$ cat src/hw/ncss_map.vh
`ifndef NCSS_MAP_VH
`define NCSS_MAP_VH
// Widths of architectural state
`define NCSS_ACC_W 4
`define NCSS_HBITS_W 3
`define NCSS_PAIR_W 8
`define NCSS_PTR_W 10
`define NCSS_PC_W 14
`define NCSS_PAGE_W 7
`define NCSS_SP_W 3
`define NCSS_STK_DEPTH 8
`define NCSS_RLD_W 8
`define NCSS_LCD_RLD_W 4
// Field positions in the data pointer {z, x, y}
`define NCSS_PTR_Y_LSB 0
`define NCSS_PTR_X_LSB 4
`define NCSS_PTR_Z_LSB 8
// Micro operation codes on op_in
`define NCSS_OP_W 4
`define NCSS_OP_NOP 4'h0
`define NCSS_OP_LD_A 4'h1
`define NCSS_OP_LD_B 4'h2
`define NCSS_OP_LD_XY 4'h3
`define NCSS_OP_LD_Z 4'h4
`define NCSS_OP_LD_HBITS 4'h5
`define NCSS_OP_LD_PAIR 4'h6
`define NCSS_OP_LD_RLD 4'h7
`define NCSS_OP_CALL 4'h8
`define NCSS_OP_RET 4'h9
`define NCSS_OP_JUMP 4'hA
`define NCSS_OP_TABCALL 4'hB
`define NCSS_OP_RETSKIP 4'hC
`define NCSS_OP_SKIP 4'hD
// Reload register select for LD_RLD
`define NCSS_RLD_PS 3'h0
`define NCSS_RLD_T1 3'h1
`define NCSS_RLD_T3 3'h2
`define NCSS_RLD_T2L 3'h3
`define NCSS_RLD_T2H 3'h4
`define NCSS_RLD_LCD 3'h5
// Reset values
`define NCSS_PC_RST 14'h0000
`define NCSS_SP_RST 3'h7
`endif

$ cat src/hw/ncss_core_state.v
`timescale 1ns/10ps
`include "ncss_map.vh"
// Functional notes
// - Data pointer is Z, X, Y: ten bits
// - Fourteen-bit PC: seven-bit page, seven-bit offset
// - Eight-entry 14-bit return stack, 3-bit pointer
// - Timer reloads eight bits; LCD reload four
// - Skip fetches next instruction but suppresses it
// - Skip advances PC by one, never two
// - Skipped slot keeps its normal cycle count
// - Skipped table call or returns take one cycle
module ncss_core_state (
   input wire clk_in, // 200 MHz core clock
   input wire rst_n_in, // Synchronous reset, active low
   input wire instr_valid_in, // Decoded instruction present
   input wire [`NCSS_OP_W-1:0] op_in, // Micro operation
   input wire [1:0] cycles_in, // Machine cycles when executed, 1..3
   input wire skip_cond_in, // Skip condition of a skipping op
   input wire [`NCSS_PC_W-1:0] operand_in, // Immediate or target
   output reg [`NCSS_PC_W-1:0] pc_out, // Program counter
   output reg [`NCSS_PTR_W-1:0] ram_pointer_out, // RAM operand address
   output reg [`NCSS_ACC_W-1:0] acc_out, // Accumulator
   output reg [`NCSS_ACC_W-1:0] reg_b_out, // Second working register
   output reg [`NCSS_HBITS_W-1:0] table_high_bits_reg_out, // Table high bits
   output reg [`NCSS_PAIR_W-1:0] pair_out, // Register pair holder
   output reg [`NCSS_SP_W-1:0] sp_out, // Stack pointer
   output reg [`NCSS_RLD_W-1:0] prescaler_reload_reg_out, // Prescaler reload
   output reg [`NCSS_RLD_W-1:0] timer_one_reload_reg_out, // Timer 1 reload
   output reg [`NCSS_RLD_W-1:0] timer_three_reload_reg_out, // Timer 3 reload
   output reg [`NCSS_RLD_W-1:0] timer_two_reload_low_out, // Timer 2 reload low
   output reg [`NCSS_RLD_W-1:0] timer_two_reload_high_out, // Timer 2 reload high
   output reg [`NCSS_LCD_RLD_W-1:0] lcd_timer_reload_reg_out, // LCD timer reload
   output reg busy_out, // Multi-cycle slot in progress
   output reg suppress_out // Current slot is suppressed
);
   // =====================================================
   // State
   // =====================================================
   reg [`NCSS_ACC_W-1:0] reg_x_q;
   reg [`NCSS_ACC_W-1:0] reg_y_q;
   reg [1:0] reg_z_q;
   reg [`NCSS_PC_W-1:0] pc_q;
   reg [`NCSS_SP_W-1:0] sp_q;
   reg skip_pend_q;
   reg [1:0] wait_q;
   reg ret_pend_q;
   wire [`NCSS_PAGE_W-1:0] pc_page_part;
   wire [`NCSS_PAGE_W-1:0] pc_offset_part;
   wire [`NCSS_PC_W-1:0] pc_inc;
   wire [`NCSS_PC_W-1:0] stk_rd;
   wire take;
   wire is_ctl;
   wire execute;
   wire [`NCSS_SP_W-1:0] sp_inc;
   wire [`NCSS_SP_W-1:0] sp_dec;
   assign pc_page_part = pc_q[`NCSS_PC_W-1:`NCSS_PAGE_W];
   assign pc_offset_part = pc_q[`NCSS_PAGE_W-1:0];
   // Page wraps within itself; sequential fetch never crosses pages
   assign pc_inc = {pc_page_part, pc_offset_part + 7'h01};
   assign take = instr_valid_in && (wait_q == 2'h0) && !ret_pend_q;
   assign is_ctl = (op_in == `NCSS_OP_TABCALL) || (op_in == `NCSS_OP_RET) ||
      (op_in == `NCSS_OP_RETSKIP);
   assign execute = take && !skip_pend_q;
   assign sp_inc = sp_q + 3'h1;
   assign sp_dec = sp_q - 3'h1;
   // =====================================================
   // Decode
   // =====================================================
   wire op_push;
   wire stk_wr_en;
   wire [2:0] rld_sel;
   wire [`NCSS_RLD_W-1:0] rld_data;
   wire [`NCSS_PTR_W-1:0] ram_pointer;
   assign op_push = (op_in == `NCSS_OP_CALL) || (op_in == `NCSS_OP_TABCALL);
   // A push only on an executed slot; a skipped call leaves the stack alone
   assign stk_wr_en = execute && op_push;
   assign rld_sel = operand_in[10:8];
   assign rld_data = operand_in[7:0];
   assign ram_pointer[`NCSS_PTR_X_LSB-1:`NCSS_PTR_Y_LSB] = reg_y_q;
   assign ram_pointer[`NCSS_PTR_Z_LSB-1:`NCSS_PTR_X_LSB] = reg_x_q;
   assign ram_pointer[`NCSS_PTR_W-1:`NCSS_PTR_Z_LSB] = reg_z_q;
   // =====================================================
   // Return stack
   // =====================================================
   // Read slot is the current top so a return sees it one cycle later
   // Nine pushes without a pop reuse slot zero; there is no overflow
   // flag, so deep nesting is the program's own concern
   ncss_stack_mem u_stack (
      .clk_in(clk_in),
      .wr_en_in(stk_wr_en),
      .wr_addr_in(sp_inc),
      .wr_data_in(pc_inc),
      .rd_addr_in(sp_q),
      .rd_data_out(stk_rd)
   );
   // =====================================================
   // Sequencing
   // =====================================================
   // One slot is taken per free edge. A return holds the core one more
   // edge, as the stack read is registered; the pointer steps back then.
   // A pending skip is spent on the next taken slot, whatever it is, and
   // a skipped table call or return gives back its extra cycles at once.
   // Trade-off: the decoder must hold its offer while busy_out is high.
   always @(posedge clk_in) begin
      if (!rst_n_in) begin
         pc_q <= `NCSS_PC_RST;
         sp_q <= `NCSS_SP_RST;
         skip_pend_q <= 1'b0;
         wait_q <= 2'h0;
         ret_pend_q <= 1'b0;
         busy_out <= 1'b0;
         suppress_out <= 1'b0;
      end else begin
         suppress_out <= 1'b0;
         if (ret_pend_q) begin
            // Second cycle of a return: stack data now registered
            pc_q <= stk_rd;
            sp_q <= sp_dec;
            ret_pend_q <= 1'b0;
            busy_out <= 1'b0;
         end else if (wait_q != 2'h0) begin
            wait_q <= wait_q - 2'h1;
            busy_out <= (wait_q != 2'h1);
         end else if (take && skip_pend_q) begin
            pc_q <= pc_inc;
            skip_pend_q <= 1'b0;
            suppress_out <= 1'b1;
            if (is_ctl || (cycles_in <= 2'h1)) begin
               wait_q <= 2'h0;
               busy_out <= 1'b0;
            end else begin
               wait_q <= cycles_in - 2'h1;
               busy_out <= 1'b1;
            end
         end else if (execute) begin
            wait_q <= (cycles_in > 2'h1) ? cycles_in - 2'h1 : 2'h0;
            busy_out <= (cycles_in > 2'h1);
            pc_q <= pc_inc;
            case (op_in)
               `NCSS_OP_CALL, `NCSS_OP_TABCALL: begin
                  sp_q <= sp_inc;
                  pc_q <= operand_in;
               end
               `NCSS_OP_JUMP: pc_q <= operand_in;
               `NCSS_OP_RET: begin
                  ret_pend_q <= 1'b1;
                  wait_q <= 2'h0;
                  busy_out <= 1'b1;
               end
               `NCSS_OP_RETSKIP: begin
                  ret_pend_q <= 1'b1;
                  skip_pend_q <= 1'b1;
                  wait_q <= 2'h0;
                  busy_out <= 1'b1;
               end
               `NCSS_OP_SKIP: skip_pend_q <= skip_cond_in;
               default: ;
            endcase
         end
      end
   end
   // =====================================================
   // Architectural registers
   // =====================================================
   // Written only by an executed slot, so a suppressed one changes none
   always @(posedge clk_in) begin
      if (!rst_n_in) begin
         reg_x_q <= 4'h0;
         reg_y_q <= 4'h0;
         reg_z_q <= 2'h0;
         acc_out <= 4'h0;
         reg_b_out <= 4'h0;
         table_high_bits_reg_out <= 3'h0;
         pair_out <= 8'h00;
         prescaler_reload_reg_out <= 8'h00;
         timer_one_reload_reg_out <= 8'h00;
         timer_three_reload_reg_out <= 8'h00;
         timer_two_reload_low_out <= 8'h00;
         timer_two_reload_high_out <= 8'h00;
         lcd_timer_reload_reg_out <= 4'h0;
      end else if (execute) begin
         case (op_in)
            `NCSS_OP_LD_A: acc_out <= operand_in[3:0];
            `NCSS_OP_LD_B: reg_b_out <= operand_in[3:0];
            `NCSS_OP_LD_XY: begin
               reg_x_q <= operand_in[7:4];
               reg_y_q <= operand_in[3:0];
            end
            `NCSS_OP_LD_Z: reg_z_q <= operand_in[1:0];
            `NCSS_OP_LD_HBITS: table_high_bits_reg_out <= operand_in[2:0];
            `NCSS_OP_LD_PAIR: pair_out <= operand_in[7:0];
            `NCSS_OP_LD_RLD: begin
               case (rld_sel)
                  `NCSS_RLD_PS: prescaler_reload_reg_out <= rld_data;
                  `NCSS_RLD_T1: timer_one_reload_reg_out <= rld_data;
                  `NCSS_RLD_T3: timer_three_reload_reg_out <= rld_data;
                  `NCSS_RLD_T2L: timer_two_reload_low_out <= rld_data;
                  `NCSS_RLD_T2H: timer_two_reload_high_out <= rld_data;
                  `NCSS_RLD_LCD: lcd_timer_reload_reg_out <= rld_data[3:0];
                  default: ;
               endcase
            end
            default: ;
         endcase
      end
   end
   // =====================================================
   // Output copies
   // =====================================================
   always @(posedge clk_in) begin
      if (!rst_n_in) begin
         pc_out <= `NCSS_PC_RST;
         sp_out <= `NCSS_SP_RST;
         ram_pointer_out <= 10'h000;
      end else begin
         // Copies lag state by one cycle so every output is a flop
         pc_out <= pc_q;
         sp_out <= sp_q;
         ram_pointer_out <= ram_pointer;
      end
   end
endmodule

$ cat src/hw/ncss_stack_mem.v
`timescale 1ns/10ps
`include "ncss_map.vh"
module ncss_stack_mem (
   input wire clk_in, // Core clock
   input wire wr_en_in, // Write strobe
   input wire [`NCSS_SP_W-1:0] wr_addr_in, // Write slot
   input wire [`NCSS_PC_W-1:0] wr_data_in, // Saved PC
   input wire [`NCSS_SP_W-1:0] rd_addr_in, // Read slot
   output reg [`NCSS_PC_W-1:0] rd_data_out // Registered read
);
   reg [`NCSS_PC_W-1:0] mem [0:`NCSS_STK_DEPTH-1];
   always @(posedge clk_in) begin
      if (wr_en_in) begin
         mem[wr_addr_in] <= wr_data_in;
      end
      rd_data_out <= mem[rd_addr_in];
   end
endmodule

$ cat config.mk
export PLATFORM = sky130hd
export DESIGN_NAME = ncss_core_state
export DESIGN_NICKNAME = d
export VERILOG_FILES = /design/src/hw/ncss_core_state.v /design/src/hw/ncss_stack_mem.v
export VERILOG_INCLUDE_DIRS = /design/src /design/src/hw
export SDC_FILE = /design/constraint.sdc
export NUM_CORES = 1
export LEC_CHECK = 0
export BUFFER_PORTS_ARGS = -buffer_cell sky130_fd_sc_hd__buf_2
export CELL_PAD_IN_SITES_DETAIL_PLACEMENT = 0
export CELL_PAD_IN_SITES_GLOBAL_PLACEMENT = 1
export CORE_ASPECT_RATIO = 0.75
export CORE_UTILIZATION = 35
export CTS_BUF_LIST = sky130_fd_sc_hd__clkbuf_16
export CTS_CLUSTER_SIZE = 40
export DETAILED_ROUTE_END_ITERATION = 12
export PLACE_DENSITY_LB_ADDON = 0.05
export SYNTH_ARGS = -nofsm -noshare
export SYNTH_HDL_FRONTEND = slang
export SYNTH_SLANG_ARGS = --single-unit
$ cat constraint.sdc
create_clock -name clk_in -period 5.53 [get_ports clk_in]
set_input_delay 0.553 -clock clk_in [delete_from_list [all_inputs] [get_ports clk_in]]
set_output_delay 0.553 -clock clk_in [all_outputs]
set_load 0.02 [all_outputs]
# --- Yosys cells after proc, flatten, opt, wreduce, memory -nomap -nowiden ---
# Memory sizes are Yosys's and may differ from the RTL's. A register that Yosys moved wholly into a read port is not among the register bits.
# Cells that the tools add are included.
word_totals:
  regBits: 123
  inputBits: 24
  ram_bits: 112
  wordCells: 129
  memories: 1
mem_list:
  columns: ["name", "depth", "word_bits", "read_ports", "rd_clocked_by_memory_dff", "write_ports", "line", "source"]
  rows:
  - ["u_stack.mem", 8, 14, 1, 1, 1, "ncss_stack_mem.v:11", "reg [`NCSS_PC_W-1:0] mem [0:`NCSS_STK_DEPTH-1];"]
classes:
  bitwise_logic: 4
  mux: 28
  eq_ne: 21
  n_reduce_logical: 44
  order_cmp: 2
  n_addsub: 5
ops:
  columns: ["op", "n"]
  rows:
  - ["2-to-1 mux 14 bit", 5]
  - ["== test 4 bit, second input constant", 6]
  - ["AND reduction 3 bit", 6]
  - ["== test 4 x 3 -> 1 bit, second input constant", 4]
  - ["AND reduction 2 bit", 8]
  - ["2-to-1 mux 3 bit", 5]
  - ["2-to-1 mux 2 bit", 6]
  - ["AND reduction 4 bit", 3]
  - ["2-to-1 mux 1 bit", 11]
  - ["nonzero test 2 bit", 5]
  - ["nonzero test 3 bit", 3]
  - ["== test 4 x 2 -> 1 bit, second input constant", 2]
  - ["adder 7 x 1 -> 7 bit, second input constant", 1]
  - ["== test 3 x 2 -> 1 bit, second input constant", 2]
  - ["== test 3 bit, second input constant", 2]
  - ["OR reduction 2 bit", 3]
  - ["OR reduction 3 bit", 2]
  - ["logical AND 1 bit", 5]
  - ["OR reduction 5 bit", 1]
  - ["== test 4 x 1 -> 1 bit, second input constant", 1]
  - ["logical OR 1 bit", 4]
  - ["!= test 2 bit, second input constant", 2]
  - ["inverter 1 bit", 4]
  - ["subtractor 2 x 1 -> 2 bit, second input constant", 2]
  - ["10 further kinds", 11]

# --- Longest topological paths before layout ---
depth:
  word_depth: 8
  mapped_depth: 8

# --- By module ---
# From an unflattened synthesis, not the netlist that was laid out.
hier_totals:
  cells_unflattened: 675
  hier_area_um2: 9407.8
by_module_without_submodules:
  columns: ["module", "n_inst", "area_per_inst_um2", "cells_each", "seq_area_each_um2"]
  rows:
  - ["ncss_core_state", 1, 4772.1, 487, 2462.4]
  - ["ncss_stack_mem", 1, 4635.7, 188, 3643.5]

# --- Worst setup path before layout ---
# No wires, ideal clock.
synth_path:
  kind: "register -> register"
  start: "register sp_q[0]"
  end: "memory u_stack.mem[1][0] (netlist bit), enable pin"
  path_buffers: 3
  setup_slack_ps: 2023
  arrival_ps: 3085
  path_stages_with_launch: 7
  period_less_slack_ps: 3507
  cell_sequence: "dfxtp_1 clkbuf_1 clkbuf_1 inv_1 ha_1 buf_1 nor4_1"
synth_via:
  elab_chain_len: 1
synth_lines:
  columns: ["item", "line", "source"]
  rows:
  - ["from (decl)", "ncss_core_state.v:43", "reg [`NCSS_SP_W-1:0] sp_q;"]
  - ["from (signal assigned)", "ncss_core_state.v:107", "sp_q <= `NCSS_SP_RST;"]
  - ["from (signal assigned)", "ncss_core_state.v:118", "sp_q <= sp_dec;"]
  - ["from (signal assigned)", "ncss_core_state.v:141", "sp_q <= sp_inc;"]
  - ["adder 3 x 1 -> 3 bit", "ncss_core_state.v:64", "assign sp_inc = sp_q + 3'h1;"]
  - ["to (decl)", "ncss_stack_mem.v:11", null]
# No other way between the ends.

# --- Worst setup path after layout ---
layout_path:
  start: "register ret_pend_q"
  end: "memory u_stack.mem[3][5] (netlist bit), enable pin"
layout_via:
  elab_chain_len: 6
layout_lines:
  columns: ["item", "line", "source"]
  rows:
  - ["from (decl)", "ncss_core_state.v:46", "reg ret_pend_q;"]
  - ["from (signal assigned)", "ncss_core_state.v:110", "ret_pend_q <= 1'b0;"]
  - ["from (signal assigned)", "ncss_core_state.v:119", "ret_pend_q <= 1'b0;"]
  - ["from (signal assigned)", "ncss_core_state.v:146", "ret_pend_q <= 1'b1;"]
  - ["zero test 1 bit", "ncss_core_state.v:60", "assign take = instr_valid_in && (wait_q == 2'h0) && !ret_pend_q;"]
  - ["logical AND 1 bit", "ncss_core_state.v:60", null]
  - ["logical AND 1 bit", "ncss_core_state.v:63", "assign execute = take && !skip_pend_q;"]
  - ["logical AND 1 bit", "ncss_core_state.v:76", "assign stk_wr_en = execute && op_push;"]
  - ["2-to-1 mux 1 bit", "ncss_stack_mem.v:13", "if (wr_en_in) begin"]
  - ["2-to-1 mux 1 bit (not written as such)", "ncss_stack_mem.v:14", "mem[wr_addr_in] <= wr_data_in;"]
# No other way between the ends.

==> results.md <==
* Die Wd at 191 um
* CTS root buf: clkbuf_16
* RSZ-0062 raised after global routing: false
* Initial DRT Pass Iterations at 5
* # port buffers at 115
* Largest net degree at the start of global routing at 83
* Family with the most delay on the worst path: simple AND/OR/NAND/NOR gates
* DP Worst Slack at ~2200 ps
* Initial antenna violation count at 3
* # clock sinks at 249
* Synth top cells by count: dfxtp_1 (137), edfxtp_1 (112), nand2_1 (91)
* Setup slack after layout at 2300 ps
* Final setup fails at 0
* Ys async rst share at 0%
* Worst skew pair latency at 530 ps
* Gate count of the mapped netlist at 695
* Reg-to-reg startpoint: ret_pend_q
* Synth warnings at 0
* FF-to-FF setup slack at 2300 ps
* Critical path arrival at between 3000 and 4000 ps
* Share of post-route cells with drive strength above 1 at 27.1%
* Clock-pin transition on the worst setup and hold timing paths at 60 ps
* Syn_area_per_cell at roughly 14 um^2
* Sw frac at between 20% and 30%
* Die area at 27,600 um^2
* Crit-path slowest cell: nor3_2
* Reg2Reg Depth at 4
* Worst slew margin at 14.6%
* Ranking of synthesized cells by area: edfxtp_1 (36%), dfxtp_1 (29%), mux2i_1 (7.7%), mux4_2 (6.7%), nand2_1 (3.6%)
* Number of global-route vias before repair at 5,709
* VDD IR max at 218 uV
* Proportion of power drawn by the clock network at 44.4%
* Final critical-path required period at around 3200 ps
* Final period util at just under 60%
* P_sw at 872 uW
* Post-Syn Area at 9420 um^2
* Die height at 144 um
* Area leader, netlist: edfxtp_1
* Status: completed
* Avg Vias per Cell at 4.91
* TNS Setup at 0 ps
* PwrDens at 352 nW/um^2
* CP required at 5660 ps
* Post-route core utilization at 42.8%
* Max-Cap Viols at 0
* Sequential share of power at 50.4%
* Max Root-Sink Buffers at 3
* Post-synth top flop: dfxtp_1
* FF+latch area at 6110 um^2
* Number of CTS-inserted buffers at 26
* Critical path origin: ret_pend_q
* Post-synth cell types at 60
* Routed WL at between 20,000 and 25,000 um
* Post-CTS Resized at 0
* First-pass GRT wire length at 34,900 um
* Hold Buf Count CTS at 0
* Instance count on the critical path at 4
* #FFs+latches synth at approximately 250
* Core area at 26,200 um^2
* Worst setup EP type: register
* Detailed Place HPWL at roughly 16,000 um
* Global Route Usage Sum at 16.9%
* Final Net Count at between 800 and 900
* Overflow after GRT at 0
* Worst-margin pin slew at around 1300 ps
* Worst path cell trace: or4b_1 -> nor2_2 -> nand2_1 -> nor3_2
* Max Fanout on Critical Path at 19
* CTS tree: yes
* Startpoint Class: register
* Most numerous cell in the Yosys netlist: dfxtp_1
* Hold/Removal Path Class: primary input to register
* Lkg Pwr at 4.61 nW
* Crit path to: u_stack.mem[3][5]
* Worst flop-to-flop path endpoint: u_stack.mem[3][5]
* Syn Nets at 725
* Setup Skew at 14.3 ps
* Combinational share of power at 5.3%
* Per-cell routed wire length at 19.7 um
* Register area share after synthesis at 64.8%
* Ports at between 100 and 150
* Max Clk Rate at approximately 310 MHz
* H-tree depth at 1
* Post-route ant nets at 0
* CP peak stage delay at about 1100 ps
* Area of the multi-input gates at 3090 um^2
* Post CTS Setup Buffer Count at 0
* WP buf/inv at 0
* Filler cells at ~2,400
* Routed vias at 5,751
* Drt initial violations at 374
* Critical path type: register to register
* Max Slew Vio Count at 0
* Final Wtd Congestion at between 0.7 and 0.8
* Post-route DRC at 0
* Synth top area share at 35.7%
* Final hold vios at 0
* Post-synth EDFFs at ~110
* # rows at 51
* Pint at 3.08 mW
* Area growth syn-to-layout at 18.9%
* Initial core utilization at 36.0%
-- power groups by stage --
stage,clock network [mW],registers [mW],logic (mW)
6_report,1.75,1.99,0.209
5_1_grt,1.88,1.99,0.229
4_1_cts,1.80,1.99,0.213
3_5_place_dp,0,2.03,0.212
3_3_place_gp,0,2.03,0.210
2_1_floorplan,0,2.02,0.137
-- layer usage --
layer	vias to the layer above	track usage, %	wire length [um]
li1	2756	-	-
met1	2839	24.4	11400
met2	129	25.0	9970
met3	27	4.51	1350
met4	0	3.80	360
met5	-	0	0
-- how the worst min path moves through the flow --
stage,from,endpoint,depth (start not counted)
3_5_place_dp,reg_x_q[0],ram_pointer_out[4],2
4_1_cts,operand_in[13],pc_q[13],3
6_report,operand_in[13],pc_q[13],3
5_1_grt,operand_in[11],pc_q[11],3
2_1_floorplan,reg_y_q[0],ram_pointer_out[0],2
3_3_place_gp,reg_y_q[0],ram_pointer_out[0],2
-- cell usage in the layout, fill, tap and decap left out, types with 8 or more instances in the layout --
| cell | count |
|---|---|
| dfxtp_1 | 136 |
| buf_2 | 114 |
| edfxtp_1 | 112 |
| nand2_1 | 91 |
| mux2i_1 | 72 |
| mux4_2 | 28 |
| clkbuf_16 | 26 |
| inv_1 | 23 |
| o21ai_0 | 21 |
| nand3_1 | 16 |
| mux2_2 | 16 |
| a21oi_1 | 16 |
| nor2_1 | 15 |
| and2_1 | 14 |
| buf_4 | 9 |
| nor3_1 | 8 |
-- worst min-delay path: stages --
cell and delay [ps]:
buf_2 80, mux2i_1 60, a21oi_1 130
-- per-stage QoR --
step,std cells,cell area (um^2),hold WS (ps),total power [mW]
global route,1168,11200,324,4.10
finish,1171,11200,330,3.95
global placement,1119,10300,421,2.24
CTS,1167,11200,307,4.00
floorplan,695,9420,404,2.16
detailed placement,1119,10300,419,2.24
-- flip-flops by register name, summed over array words and instances, names as in the netlist, 8 cells and up --
| name | cells |
|---|---|
| timer_three_reload_reg_out | 8 |
| timer_two_reload_low_out | 8 |
| timer_one_reload_reg_out | 8 |
| pc_q | 14 |
| pair_out | 8 |
| ram_pointer_out | 10 |
| prescaler_reload_reg_out | 8 |
| pc_out | 14 |
| u_stack.rd_data_out | 14 |
| timer_two_reload_high_out | 8 |
| u_stack.mem | 112 |
-- area by class of cell --
type | count | area share, %
clock inverter | 22 | 1.85
sequential | 249 | 54.5
tap | 344 | 3.84
inverter | 19 | 0.637
multi-input combinational | 385 | 27.6
clock buffer | 26 | 5.81
antenna | 3 | 0.0670
timing repair buffer | 123 | 5.70
-- cells by family after synthesis --
family                   Yosys count  synth area share (%)
AO/OA/AOI/OAI                     62                  4.13
XOR/XNOR                           6                 0.558
adder cells (fa/ha/maj)            6                 0.797
buffers and inverters             61                  2.71
flip-flops                       249                  64.8
multiplexers                     116                  16.3
AND/OR/NAND/NOR                  195                  10.7
Note: power is estimated with default switching activity, not from simulation.
